[src/rtl/usart_pkg.sv]
// Constants for the serial status and setup block
`default_nettype none
package usart_pkg;
    // ==========================================
    // Status byte bit positions
    localparam int ST_XMIT_READY  = 0;
    localparam int ST_RECV_READY  = 1;
    localparam int ST_XMIT_EMPTY  = 2;
    localparam int ST_PARITY_ERR  = 3;
    localparam int ST_OVERRUN     = 4;
    localparam int ST_FRAMING_ERR = 5;
    localparam int ST_SYNC_DETECT = 6;
    localparam int ST_DSR         = 7;
    // ==========================================
    // Mode byte fields
    localparam int MD_BAUD_LSB   = 0;   // 2 bits: 01=1x, 10=16x, 11=63x, 00=sync
    localparam int MD_LEN_LSB    = 2;   // 2 bits: 00=5 .. 11=8 bits
    localparam int MD_PAR_EN     = 4;
    localparam int MD_PAR_EVEN   = 5;
    localparam int MD_STOP_LSB   = 6;
    localparam logic [1:0] BAUD_SYNC = 2'h0;
    localparam logic [1:0] BAUD_1X   = 2'h1;
    localparam logic [1:0] BAUD_16X  = 2'h2;
    localparam logic [1:0] BAUD_64X  = 2'h3;
    // ==========================================
    // Command byte fields
    localparam int CM_XMIT_EN    = 0;
    localparam int CM_DTR        = 1;
    localparam int CM_RECV_EN    = 2;
    localparam int CM_BREAK      = 3;
    localparam int CM_ERR_RESET  = 4;
    localparam int CM_RTS        = 5;
    localparam int CM_INT_RESET  = 6;
    // ==========================================
    // Reset values and timing
    localparam logic [7:0] MODE_RST = 8'h00;
    localparam logic [7:0] CMD_RST  = 8'h00;
    localparam int CLK_NS           = 50;
    localparam int XMIT_RDY_MAX     = 8;    // clocks, last-bit centre to ready
    localparam int RECV_RDY_MAX     = 26;
    localparam int XMIT_EMPTY_MAX   = 20;
    localparam int STATUS_MAX       = 28;
    localparam int CTRL_MAX         = 8;
    localparam int FIFO_DEPTH       = 4;
    localparam int FIFO_WIDTH       = 8;
endpackage : usart_pkg
`default_nettype wire

[src/rtl/usart_status_and_setup.sv]
// Status, setup and serial data path of the programmable serial interface
`default_nettype none

// ==========================================
// Small synchronous FIFO
module usart_fifo #(
    parameter int WIDTH = 8,
    parameter int DEPTH = 4
) (
    input  wire logic             clk_i,
    input  wire logic             rst_i,
    input  wire logic             in_valid_i,
    output logic                  in_ready_o,
    input  wire logic [WIDTH-1:0] in_data_i,
    output logic                  out_valid_o,
    input  wire logic             out_ready_i,
    output logic      [WIDTH-1:0] out_data_o
);
    localparam int AW = $clog2(DEPTH);
    logic [WIDTH-1:0] mem [DEPTH];   // Storage
    logic [AW-1:0]    wr_ptr;        // Write index
    logic [AW-1:0]    rd_ptr;        // Read index
    logic [AW:0]      count;         // Words held
    logic             push;
    logic             pop;
    assign in_ready_o  = (count != (AW+1)'(DEPTH));
    assign out_valid_o = (count != '0);
    assign out_data_o  = mem[rd_ptr];
    assign push = in_valid_i & in_ready_o;
    assign pop  = out_valid_o & out_ready_i;
    // Storage write, no reset needed for data
    always_ff @(posedge clk_i) begin
        if (push) begin
            mem[wr_ptr] <= in_data_i;
        end
    end
    // Pointers and fill level
    always_ff @(posedge clk_i or posedge rst_i) begin
        if (rst_i) begin
            wr_ptr <= '0;
            rd_ptr <= '0;
            count  <= '0;
        end else begin
            if (push) begin
                wr_ptr <= AW'(wr_ptr + 1'b1);
            end
            if (pop) begin
                rd_ptr <= AW'(rd_ptr + 1'b1);
            end
            count <= (AW+1)'(count + {{AW{1'b0}}, push} - {{AW{1'b0}}, pop});
        end
    end
endmodule : usart_fifo

// ==========================================
// Top level
module usart_status_and_setup (
    input  wire logic       clk_i,
    input  wire logic       rst_i,
    input  wire logic       cs_n_i,        // Chip select
    input  wire logic       rd_n_i,        // Read strobe
    input  wire logic       wr_n_i,        // Write strobe
    input  wire logic       cd_i,          // High: control/status, low: data
    input  wire logic [7:0] data_i,        // Write data from host
    output logic      [7:0] data_o,        // Read data to host
    output logic            data_oe_o,     // High while driving the bus
    input  wire logic       dsr_n_i,       // Data set ready, active low
    input  wire logic       cts_n_i,       // Clear to send, active low
    input  wire logic       sync_ext_i,    // External sync detect level
    input  wire logic       recv_clk_i,    // Receive clock pin
    input  wire logic       xmit_clk_i,    // Transmit clock pin
    input  wire logic       recv_line_i,   // Serial input
    output logic            xmit_line_o,   // Serial output
    output logic            xmit_ready_o,
    output logic            recv_ready_o,
    output logic            xmit_empty_o,
    output logic            sync_detect_o,
    output logic            dtr_n_o,
    output logic            rts_n_o
);
    // ==========================================
    // Input synchronisers, two flops each
    logic [8:0] sync1;
    logic [8:0] sync2;
    logic [8:0] raw_in;
    assign raw_in = {cs_n_i, rd_n_i, wr_n_i, cd_i, dsr_n_i, cts_n_i,
                     recv_clk_i, xmit_clk_i, recv_line_i};
    always_ff @(posedge clk_i or posedge rst_i) begin
        if (rst_i) begin
            sync1 <= 9'h1ff;
            sync2 <= 9'h1ff;
        end else begin
            sync1 <= raw_in;
            sync2 <= sync1;
        end
    end
    logic s_cs_n, s_rd_n, s_wr_n, s_cd, s_dsr_n, s_cts_n, s_rxc, s_txc, s_rxd;
    assign {s_cs_n, s_rd_n, s_wr_n, s_cd, s_dsr_n, s_cts_n, s_rxc, s_txc, s_rxd} = sync2;
    // Data and sync-detect levels pass through two flops of their own before use
    logic [7:0] s_data;
    logic [7:0] s_data1;
    logic       s_sync1;
    logic       s_sync;
    always_ff @(posedge clk_i or posedge rst_i) begin
        if (rst_i) begin
            s_data1 <= 8'h00;
            s_data  <= 8'h00;
            s_sync1 <= 1'b0;
            s_sync  <= 1'b0;
        end else begin
            s_data1 <= data_i;
            s_data  <= s_data1;
            s_sync1 <= sync_ext_i;
            s_sync  <= s_sync1;
        end
    end
    // ==========================================
    // Edge detection on strobes and serial clocks
    logic wr_d, rd_d, rxc_d, txc_d;
    always_ff @(posedge clk_i or posedge rst_i) begin
        if (rst_i) begin
            wr_d  <= 1'b1;
            rd_d  <= 1'b1;
            rxc_d <= 1'b1;
            txc_d <= 1'b1;
        end else begin
            wr_d  <= s_wr_n;
            rd_d  <= s_rd_n;
            rxc_d <= s_rxc;
            txc_d <= s_txc;
        end
    end
    logic wr_rise;   // End of a write strobe: data captured here
    logic rd_rise;   // End of a read: data reads consume here
    logic rxc_rise;
    logic txc_fall;
    assign wr_rise  = s_wr_n & ~wr_d & ~s_cs_n;
    assign rd_rise  = s_rd_n & ~rd_d & ~s_cs_n;
    assign rxc_rise = s_rxc & ~rxc_d;
    assign txc_fall = ~s_txc & txc_d;

    // ==========================================
    // Control bytes: first write after reset is mode, then commands
    logic [7:0] mode;
    logic [7:0] cmd;
    logic       mode_done;
    logic       err_clear;     // One-cycle error reset pulse
    always_ff @(posedge clk_i or posedge rst_i) begin
        if (rst_i) begin
            mode      <= usart_pkg::MODE_RST;
            cmd       <= usart_pkg::CMD_RST;
            mode_done <= 1'b0;
            err_clear <= 1'b0;
        end else begin
            err_clear <= 1'b0;
            if (wr_rise && s_cd) begin
                if (!mode_done) begin
                    mode      <= s_data;
                    mode_done <= 1'b1;
                end else if (s_data[usart_pkg::CM_INT_RESET]) begin
                    // Internal reset returns to expecting a mode byte
                    mode_done <= 1'b0;
                    cmd       <= usart_pkg::CMD_RST;
                end else begin
                    cmd       <= s_data;
                    err_clear <= s_data[usart_pkg::CM_ERR_RESET];
                end
            end
        end
    end
    logic [3:0] char_bits;      // Data bits per character, 5 to 8
    logic [5:0] over;           // Clocks per bit in async mode
    assign char_bits = 4'(5 + mode[usart_pkg::MD_LEN_LSB +: 2]);
    always_comb begin
        unique case (mode[usart_pkg::MD_BAUD_LSB +: 2])
            usart_pkg::BAUD_16X: over = 6'd16;
            usart_pkg::BAUD_64X: over = 6'd63;
            default:             over = 6'd1;
        endcase
    end
    logic par_en, par_even;
    assign par_en   = mode[usart_pkg::MD_PAR_EN];
    assign par_even = mode[usart_pkg::MD_PAR_EVEN];

    // ==========================================
    // Transmit buffer FIFO
    logic       tx_push, tx_valid, tx_pop;
    logic [7:0] tx_word;
    assign tx_push = wr_rise & ~s_cd;
    usart_fifo #(.WIDTH(usart_pkg::FIFO_WIDTH), .DEPTH(usart_pkg::FIFO_DEPTH)) u_tx_fifo (
        .clk_i       (clk_i),
        .rst_i       (rst_i),
        .in_valid_i  (tx_push),
        .in_ready_o  (),           // A full buffer drops the write
        .in_data_i   (s_data),
        .out_valid_o (tx_valid),
        .out_ready_i (tx_pop),
        .out_data_o  (tx_word)
    );

    // ==========================================
    // Transmitter: shifts on falling transmit clock edges
    logic [10:0] tx_shift;
    logic [3:0]  tx_left;      // Bits still to send
    logic [5:0]  tx_div;
    logic        tx_busy;
    logic        tx_parity;
    assign tx_parity = ^(tx_word & 8'(8'hff >> (4'd8 - char_bits))) ^ ~par_even;
    assign tx_pop    = ~tx_busy & tx_valid & ~s_cts_n & cmd[usart_pkg::CM_XMIT_EN];
    always_ff @(posedge clk_i or posedge rst_i) begin
        if (rst_i) begin
            tx_shift    <= 11'h7ff;
            tx_left     <= 4'h0;
            tx_div      <= 6'h00;
            tx_busy     <= 1'b0;
            xmit_line_o <= 1'b1;
        end else if (tx_pop) begin
            // Frame: start, data, optional parity, then one stop
            tx_shift <= 11'((({2'b11, tx_word} | ~(9'h1ff >> (4'd9 - char_bits)))
                        & ~(par_en ? 11'(1) << char_bits : 11'h0))
                        | (par_en ? 11'(tx_parity) << char_bits : 11'h0));
            tx_left  <= 4'(char_bits + (par_en ? 4'd2 : 4'd1));
            tx_div   <= 6'h00;
            tx_busy  <= 1'b1;
            xmit_line_o <= 1'b0;
        end else if (tx_busy && txc_fall) begin
            if (tx_div == over - 6'd1) begin
                tx_div <= 6'h00;
                if (tx_left == 4'h0) begin
                    tx_busy <= 1'b0;
                end else begin
                    xmit_line_o <= tx_shift[0];
                    tx_shift    <= {1'b1, tx_shift[10:1]};
                    tx_left     <= tx_left - 4'h1;
                end
            end else begin
                tx_div <= tx_div + 6'h1;
            end
        end else if (!tx_busy) begin
            // Break holds the line low, otherwise mark
            xmit_line_o <= ~cmd[usart_pkg::CM_BREAK];
        end
    end

    // ==========================================
    // Receiver: samples at bit centres on rising receive clock edges
    logic [9:0] rx_shift;
    logic [3:0] rx_cnt;
    logic [5:0] rx_div;
    logic       rx_busy;
    logic       rx_done;      // One-cycle pulse at stop bit centre
    logic [3:0] rx_total;
    assign rx_total = 4'(char_bits + (par_en ? 4'd1 : 4'd0));
    always_ff @(posedge clk_i or posedge rst_i) begin
        if (rst_i) begin
            rx_shift <= 10'h000;
            rx_cnt   <= 4'h0;
            rx_div   <= 6'h00;
            rx_busy  <= 1'b0;
            rx_done  <= 1'b0;
        end else begin
            rx_done <= 1'b0;
            if (!rx_busy) begin
                if (rxc_rise && !s_rxd && cmd[usart_pkg::CM_RECV_EN]) begin
                    rx_busy <= 1'b1;
                    rx_div  <= 6'h00;
                    rx_cnt  <= 4'h0;
                end
            end else if (rxc_rise) begin
                if (rx_div == ((rx_cnt == 4'h0) ? (over >> 1) : over) - 6'd1
                    || over == 6'd1) begin
                    rx_div <= 6'h00;
                    if (rx_cnt == 4'h0 && s_rxd) begin
                        // False start bit, back to idle
                        rx_busy <= 1'b0;
                    end else if (rx_cnt == rx_total + 4'h1) begin
                        rx_busy  <= 1'b0;
                        rx_done  <= 1'b1;
                        rx_shift <= {s_rxd, rx_shift[9:1]};
                    end else begin
                        if (rx_cnt != 4'h0) begin
                            rx_shift <= {s_rxd, rx_shift[9:1]};
                        end
                        rx_cnt <= rx_cnt + 4'h1;
                    end
                end else begin
                    rx_div <= rx_div + 6'h1;
                end
            end
        end
    end
    // Realign the captured bits: stop at bit 9, data from the bottom
    logic [9:0] rx_al;
    logic [7:0] rx_char;
    logic       rx_par_bit;
    assign rx_al      = 10'(rx_shift >> (4'd9 - rx_total));
    assign rx_char    = rx_al[7:0] & 8'(8'hff >> (4'd8 - char_bits));
    assign rx_par_bit = rx_al[char_bits];

    // ==========================================
    // Receive buffer and error flags
    logic [7:0] rx_buf;
    logic       rx_full;
    logic       fe, oe, pe;
    logic       data_rd;
    assign data_rd = rd_rise & ~s_cd;
    always_ff @(posedge clk_i or posedge rst_i) begin
        if (rst_i) begin
            rx_buf  <= 8'h00;
            rx_full <= 1'b0;
            fe      <= 1'b0;
            oe      <= 1'b0;
            pe      <= 1'b0;
        end else begin
            if (rx_done) begin
                rx_buf  <= rx_char;
                rx_full <= 1'b1;
            end else if (data_rd) begin
                rx_full <= 1'b0;
            end
            oe <= (rx_done & rx_full) | (oe & ~err_clear);
            fe <= (rx_done & ~s_rxd) | (fe & ~err_clear);
            pe <= (rx_done & par_en & ((^rx_char ^ rx_par_bit) != par_even ? 1'b0 : 1'b1)
                   & ((^rx_char ^ rx_par_bit) ^ ~par_even)) | (pe & ~err_clear);
        end
    end

    // ==========================================
    // Pin outputs, all registered
    // ready and empty within bounds
    always_ff @(posedge clk_i or posedge rst_i) begin
        if (rst_i) begin
            xmit_ready_o  <= 1'b0;
            recv_ready_o  <= 1'b0;
            xmit_empty_o  <= 1'b1;
            sync_detect_o <= 1'b0;
            dtr_n_o       <= 1'b1;
            rts_n_o       <= 1'b1;
        end else begin
            xmit_ready_o  <= ~tx_valid & ~s_cts_n & cmd[usart_pkg::CM_XMIT_EN];
            recv_ready_o  <= rx_full & ~data_rd;
            // Empty rises at the stop bit centre, so it never waits a whole bit
            xmit_empty_o  <= ~tx_valid
                             & (~tx_busy | (tx_left == 4'h0 && tx_div >= (over >> 1)));
            sync_detect_o <= s_sync;
            dtr_n_o <= ~cmd[usart_pkg::CM_DTR];
            rts_n_o <= ~cmd[usart_pkg::CM_RTS];
        end
    end

    // ==========================================
    // Host read port
    logic [7:0] status;
    // status from flops, no added delay
    always_comb begin
        status = 8'h00;
        status[usart_pkg::ST_XMIT_READY]  = ~tx_valid;      // style: buffer empty only
        status[usart_pkg::ST_RECV_READY]  = recv_ready_o;
        status[usart_pkg::ST_XMIT_EMPTY]  = xmit_empty_o;
        status[usart_pkg::ST_PARITY_ERR]  = pe;
        status[usart_pkg::ST_OVERRUN]     = oe;
        status[usart_pkg::ST_FRAMING_ERR] = fe;
        status[usart_pkg::ST_SYNC_DETECT] = sync_detect_o;
        status[usart_pkg::ST_DSR]         = ~s_dsr_n;
    end
    // status on read with cd high
    always_ff @(posedge clk_i or posedge rst_i) begin
        if (rst_i) begin
            data_o    <= 8'h00;
            data_oe_o <= 1'b0;
        end else begin
            data_oe_o <= ~s_cs_n & ~s_rd_n;
            if (!s_cs_n && !s_rd_n) begin
                data_o <= s_cd ? status : rx_buf;
            end
        end
    end

    // ==========================================
    // Checks
    // status ready tracks buffer
    a_stat_xmit_ready: assert property (@(posedge clk_i) disable iff (rst_i)
        status[usart_pkg::ST_XMIT_READY] == ~tx_valid)
        else $error("status xmit ready not buffer empty");
    // ready pin high only if its three terms held the cycle before
    a_pin_xmit_ready: assert property (@(posedge clk_i) disable iff (rst_i)
        xmit_ready_o |-> $past(~tx_valid & ~s_cts_n & cmd[usart_pkg::CM_XMIT_EN]))
        else $error("ready pin high without its conditions");
    a_stat_pins: assert property (@(posedge clk_i) disable iff (rst_i)
        {status[usart_pkg::ST_SYNC_DETECT], status[usart_pkg::ST_XMIT_EMPTY],
         status[usart_pkg::ST_RECV_READY]} == {sync_detect_o, xmit_empty_o, recv_ready_o})
        else $error("status does not mirror pins");
    a_stat_dsr: assert property (@(posedge clk_i) disable iff (rst_i)
        status[usart_pkg::ST_DSR] == ~s_dsr_n)
        else $error("dsr status wrong");
    a_modem_pins: assert property (@(posedge clk_i) disable iff (rst_i)
        $changed(cmd) |=> (rts_n_o == ~cmd[usart_pkg::CM_RTS])
                          && (dtr_n_o == ~cmd[usart_pkg::CM_DTR]))
        else $error("modem pins lag command");
    a_err_sticky: assert property (@(posedge clk_i) disable iff (rst_i)
        $past(fe) && !$past(err_clear) |-> fe)
        else $error("framing flag lost");
    a_overrun_set: assert property (@(posedge clk_i) disable iff (rst_i)
        rx_done && rx_full |=> oe)
        else $error("overrun not set");
    // receive ready soon after last bit
    a_rx_latency: assert property (@(posedge clk_i) disable iff (rst_i)
        rx_done |-> ##[1:2] (recv_ready_o || data_rd))
        else $error("receive ready late");
endmodule : usart_status_and_setup
`default_nettype wire

[config.mk]
export PLATFORM = sky130hd
export DESIGN_NAME = usart_status_and_setup
export DESIGN_NICKNAME = d
export VERILOG_FILES = /design/src/rtl/usart_pkg.sv /design/src/rtl/usart_status_and_setup.sv
export SDC_FILE = /design/constraint.sdc
export NUM_CORES = 1
export LEC_CHECK = 0
export BUFFER_PORTS_ARGS = -buffer_cell sky130_fd_sc_hd__buf_2
export CORE_ASPECT_RATIO = 1.75
export CORE_MARGIN = 3
export CORE_UTILIZATION = 24
export DETAILED_ROUTE_END_ITERATION = 7
export GPL_TIMING_DRIVEN = 0
export HOLD_SLACK_MARGIN = 0.02
export PLACE_DENSITY = 0.39
export SYNTH_ARGS = -nofsm -noshare
export SYNTH_HDL_FRONTEND = slang
export SYNTH_SLANG_ARGS = --single-unit
[constraint.sdc]
create_clock -name clk_i -period 5.65 [get_ports clk_i]
set_input_delay 0 -clock clk_i [delete_from_list [all_inputs] [get_ports clk_i]]
set_output_delay 0 -clock clk_i [all_outputs]
set_load 0.02 [all_outputs]
==> results.rst <==
.. list-table::
   :header-rows: 1

   * - Metric
     - Value
   * - End point of the worst hold path
     - sync1[6]$_DFF_PP1_
   * - Hold path startpoint
     - wr_n_i
   * - Area share of the largest cell type after synthesis
     - 30.66%
   * - Total clock buffers created by CTS
     - 17
   * - Clock transition at path regs
     - 70 ps
   * - Core area
     - 31640 sq um
   * - Layout Cells excl Fill
     - 1134
   * - GR Util All Layers
     - 11.49%
   * - Simple-gate share of the synthesized area
     - 10.91%
   * - Total grt overflow
     - 0
   * - Ant diodes
     - 0
   * - Setup TNS
     - 0 ps
   * - Worst slew pin tran
     - 820.6 ps
   * - Final worst path period need
     - 4375 ps
   * - Count of H-tree levels built during CTS
     - 4
   * - Sinks on Clock Net
     - 164
   * - CP endpoint kind
     - flop
   * - Post-synth design cell area
     - 7754 sq um
   * - Data required time of the critical path
     - 5980 ps
   * - Final Max Tran Viols
     - 0
   * - Worst-case clock skew
     - 9.166 ps
   * - Worst IR drop on VDD
     - 0.2208 mV
   * - Global Route met3 Usage
     - 2.042%
   * - Via count of the first global-routing pass
     - 5424
   * - Most Crowded Layer GR
     - met2
   * - Slew HR
     - 45.09%
   * - Post-layout instance area
     - 9249 sq um
   * - Mapped Avg Cell Area
     - 11.91 sq um
   * - Placement row count
     - 86
   * - Final worst hold slack
     - 202.9 ps
   * - Most frequent cell after synthesis
     - sky130_fd_sc_hd__dfrtp_1
   * - Synthesized flop and latch total
     - 164
   * - Detailed Place HPWL
     - 13850 um
   * - Placed Cells incl. Taps
     - 1083
   * - Met1 usage in global routing
     - 12.97%
   * - Largest net degree at the start of global routing
     - 70
   * - Outcome
     - completed
   * - Post-CTS Repair Setup Buffers
     - 0
   * - Fraction of the mapped netlist area in adder cells
     - 5.777%
   * - Cell taking the most area after synthesis
     - sky130_fd_sc_hd__dfrtp_1
   * - Number of nets at the end of the flow
     - 779
   * - Register-to-register setup slack
     - 1270 ps
   * - Count of buffers from port buffering
     - 35
   * - Fraction of layout instances using a drive strength above 1
     - 20.46%
   * - Top Ports
     - 36
   * - Placer's final routability congestion estimate
     - 0.8178
   * - Clock latency reported for the late side of the worst-skew pair
     - 430 ps
   * - Average via count per standard cell
     - 4.524
   * - Fraction of the yosys area taken by sequential cells
     - 55.59%
   * - Leak
     - 3.837 nW
   * - Maximum frequency from static timing analysis
     - 0.2286 GHz
   * - Flip-flop cell with the highest count after synthesis
     - sky130_fd_sc_hd__dfrtp_1
   * - Layout fillers
     - 3293
   * - Asr flop ratio synth
     - 80.49%
   * - Global routing usage on met2
     - 21.49%
   * - Synth Area in Compound Gates
     - 10.17%
   * - Fraction of synthesized cell area in xor and xnor cells
     - 4.454%
   * - Overall die area
     - 34580 sq um
   * - Height of the die
     - 243.8 um
   * - Vias after detailed routing
     - 5130
   * - Wire length of the first global-routing pass
     - 30810 um
   * - Number of max-capacitance violations reported
     - 0
   * - Count of flip-flops with a built-in enable after synthesis
     - 32
   * - Initial antenna violation count
     - 0
   * - Area overhead of the layout relative to synthesis
     - 19.28%
   * - First-iteration detailed-routing DRC count
     - 219
   * - Total iterations of the first detailed-routing run
     - 4
   * - DRC violation count after routing
     - 0
   * - Path type of the worst min-delay path
     - input pin to flop
   * - Die width
     - 141.9 um
   * - Synth unique cells
     - 63
   * - Ranking of synthesized cells by area
     - sky130_fd_sc_hd__dfrtp_1 31%, sky130_fd_sc_hd__dfstp_2 13%, sky130_fd_sc_hd__edfxtp_1 12%, sky130_fd_sc_hd__ha_1 5.0%, sky130_fd_sc_hd__mux2i_1 3.4%
   * - Category of the critical setup timing path
     - flop to flop
   * - Cell count after synthesis
     - 651
   * - Final Power
     - 0.004356 W
   * - TritonCTS clock tree
     - done
   * - Share of the clock period used by the worst path after layout
     - 77.44%
   * - CP Launch Type
     - flop
   * - Post-cts sizing count
     - 0
   * - FF-to-FF End
     - pe$_DFF_PP0_
   * - RSZ-0062 raised after global routing
     - false
   * - Root Buffer Master
     - sky130_fd_sc_hd__clkbuf_16
   * - Initial core utilization
     - 24.51%
   * - Synth cell count leaders
     - 95 x sky130_fd_sc_hd__dfrtp_1, 64 x sky130_fd_sc_hd__nand2_1, 52 x sky130_fd_sc_hd__o21ai_0, 37 x sky130_fd_sc_hd__dfstp_2, 36 x sky130_fd_sc_hd__inv_1
   * - Post-synth net total
     - 705
   * - Largest family of logic cells by synthesized area
     - simple AND/OR/NAND/NOR gates
   * - Post-DR wirelength/cell
     - 16.61 um
   * - Syn. warnings
     - 0
   * - Maximum net fanout on the critical path
     - 10
   * - Hold Path Cell Cnt
     - 2
   * - Worst reg2reg path startpoint
     - mode[2]$_DFFE_PP0P_
   * - Final hold viol count
     - 0
   * - Number of buffers inserted for hold repair after clock tree synthesis
     - 19
   * - Setup-violating endpoint count in the final report
     - 0
   * - Placement-stage cell area
     - 8457 sq um
   * - Multiplexer fraction of the synthesized cell area
     - 9.892%
   * - Number of cells traversed by the worst register-to-register path
     - 13
   * - Clock buffer depth
     - 2
   * - WP data arrival
     - 4710 ps
   * - ANT nets after route
     - 0
   * - Power density over the cells
     - 471.0 nW/um^2
   * - Final Routed Wirelength
     - 18840 um
## layer usage
metal  share of wire [%]  wire length, um  vias up
met5                   0                0        -
met4                 1.7              326        0
met3                 2.1              390       18
met2                  56            10590       65
met1                  40             7527     2579
li1                    -                -     2468
## layout by cell type, fill, tap and decap left out, types with 4 or more instances in the layout
cell / synthesis / final
sky130_fd_sc_hd__dlygate4sd3_1: 0 / 19
sky130_fd_sc_hd__nor3b_1: 4 / 4
sky130_fd_sc_hd__mux4_2: 9 / 9
sky130_fd_sc_hd__o31ai_1: 8 / 8
sky130_fd_sc_hd__nor2b_1: 6 / 6
sky130_fd_sc_hd__buf_2: 6 / 41
sky130_fd_sc_hd__and2_1: 5 / 5
sky130_fd_sc_hd__edfxtp_1: 32 / 32
sky130_fd_sc_hd__clkbuf_1: 12 / 14
sky130_fd_sc_hd__xor2_1: 10 / 10
sky130_fd_sc_hd__nand2_1: 64 / 64
sky130_fd_sc_hd__a21oi_1: 24 / 24
sky130_fd_sc_hd__ha_1: 31 / 31
sky130_fd_sc_hd__o21ai_0: 52 / 52
sky130_fd_sc_hd__inv_1: 36 / 35
sky130_fd_sc_hd__dfstp_2: 37 / 37
sky130_fd_sc_hd__mux2_2: 20 / 20
sky130_fd_sc_hd__nor2_1: 29 / 29
sky130_fd_sc_hd__xnor2_1: 23 / 23
sky130_fd_sc_hd__dfrtp_1: 95 / 95
sky130_fd_sc_hd__nor3_1: 7 / 7
sky130_fd_sc_hd__and3_1: 8 / 8
sky130_fd_sc_hd__nand4_1: 4 / 4
sky130_fd_sc_hd__nand3_1: 18 / 18
sky130_fd_sc_hd__mux2i_1: 26 / 26
sky130_fd_sc_hd__clkbuf_16: 0 / 17
sky130_fd_sc_hd__nand2b_1: 13 / 13
## cells by family (layout without fill, tap and decap cells)
group / after synthesis / in the layout
AOI/OAI and AO/OA: 125 / 125
adders and majority gates: 34 / 34
buffers and inverters: 61 / 148
DFF: 164 / 164
and+or+nand+nor: 173 / 173
xor gates and xnor gates: 36 / 36
muxes: 58 / 58
## critical path, cell delays in order (launching register included)
cell and delay [ps]:
sky130_fd_sc_hd__dfrtp_1 460, sky130_fd_sc_hd__buf_2 260, sky130_fd_sc_hd__inv_1 220, sky130_fd_sc_hd__ha_1 280
sky130_fd_sc_hd__fa_1 690, sky130_fd_sc_hd__clkinv_1 290, sky130_fd_sc_hd__ha_1 310, sky130_fd_sc_hd__xor2_1 180
sky130_fd_sc_hd__nor2_1 320, sky130_fd_sc_hd__or4b_2 620, sky130_fd_sc_hd__o211ai_1 140, sky130_fd_sc_hd__xnor2_1 180
sky130_fd_sc_hd__xnor2_1 110, sky130_fd_sc_hd__o32ai_1 210
## layout make-up
| type | instances | area [sq um] | area share [%] |
|---|---|---|---|
| clock inverters | 12 | 155.1 | 1.677 |
| inverters | 39 | 151.4 | 1.637 |
| well taps | 396 | 495.5 | 5.357 |
| plain buffers | 22 | 102.6 | 1.109 |
| repair buffers | 55 | 392.9 | 4.248 |
| flip-flops and latches | 164 | 4310 | 46.60 |
| multi-input cells | 426 | 3194 | 34.54 |
| clock buffers | 20 | 446.7 | 4.830 |
## worst max path at each step
| stage | startpoint | endpoint | cells after the start |
|---|---|---|---|
| 2_1_floorplan | mode[2]$_DFFE_PP0P_ | pe$_DFF_PP0_ | 14 |
| 3_3_place_gp | rst_i | rx_shift[8]$_DFFE_PP0P_ | 2 |
| 3_5_place_dp | mode[2]$_DFFE_PP0P_ | pe$_DFF_PP0_ | 13 |
| 4_1_cts | mode[2]$_DFFE_PP0P_ | pe$_DFF_PP0_ | 13 |
| 5_1_grt | mode[2]$_DFFE_PP0P_ | pe$_DFF_PP0_ | 13 |
| 6_report | mode[2]$_DFFE_PP0P_ | pe$_DFF_PP0_ | 13 |
## flip-flops by register name, indices dropped and copies added, names as in the netlist, 8 cells and up
name / cells
sync1: 9
data_o: 8
rx_shift: 10
u_tx_fifo.mem: 32
tx_shift: 11
s_data: 8
sync2: 9
s_data1: 8
rx_buf: 8
## through the flow
step           setup WS [ps]  utilization [%]
6_report                1275            29.24
5_1_grt                 1030            29.24
4_1_cts                 1266            29.24
3_5_place_dp            1274            26.73
3_3_place_gp           422.9            26.63
2_1_floorplan           1971                -
## power breakdown
group          switching (W)  leakage, nW  total (W)  internal, W
Combinational       0.000940         1.64    0.00159     0.000652
Clock               0.000495        0.290    0.00120     0.000709
Sequential          0.000151         1.91    0.00156      0.00141
Total                0.00159         3.84    0.00436      0.00277
Note: power is estimated with default switching activity, not from simulation.
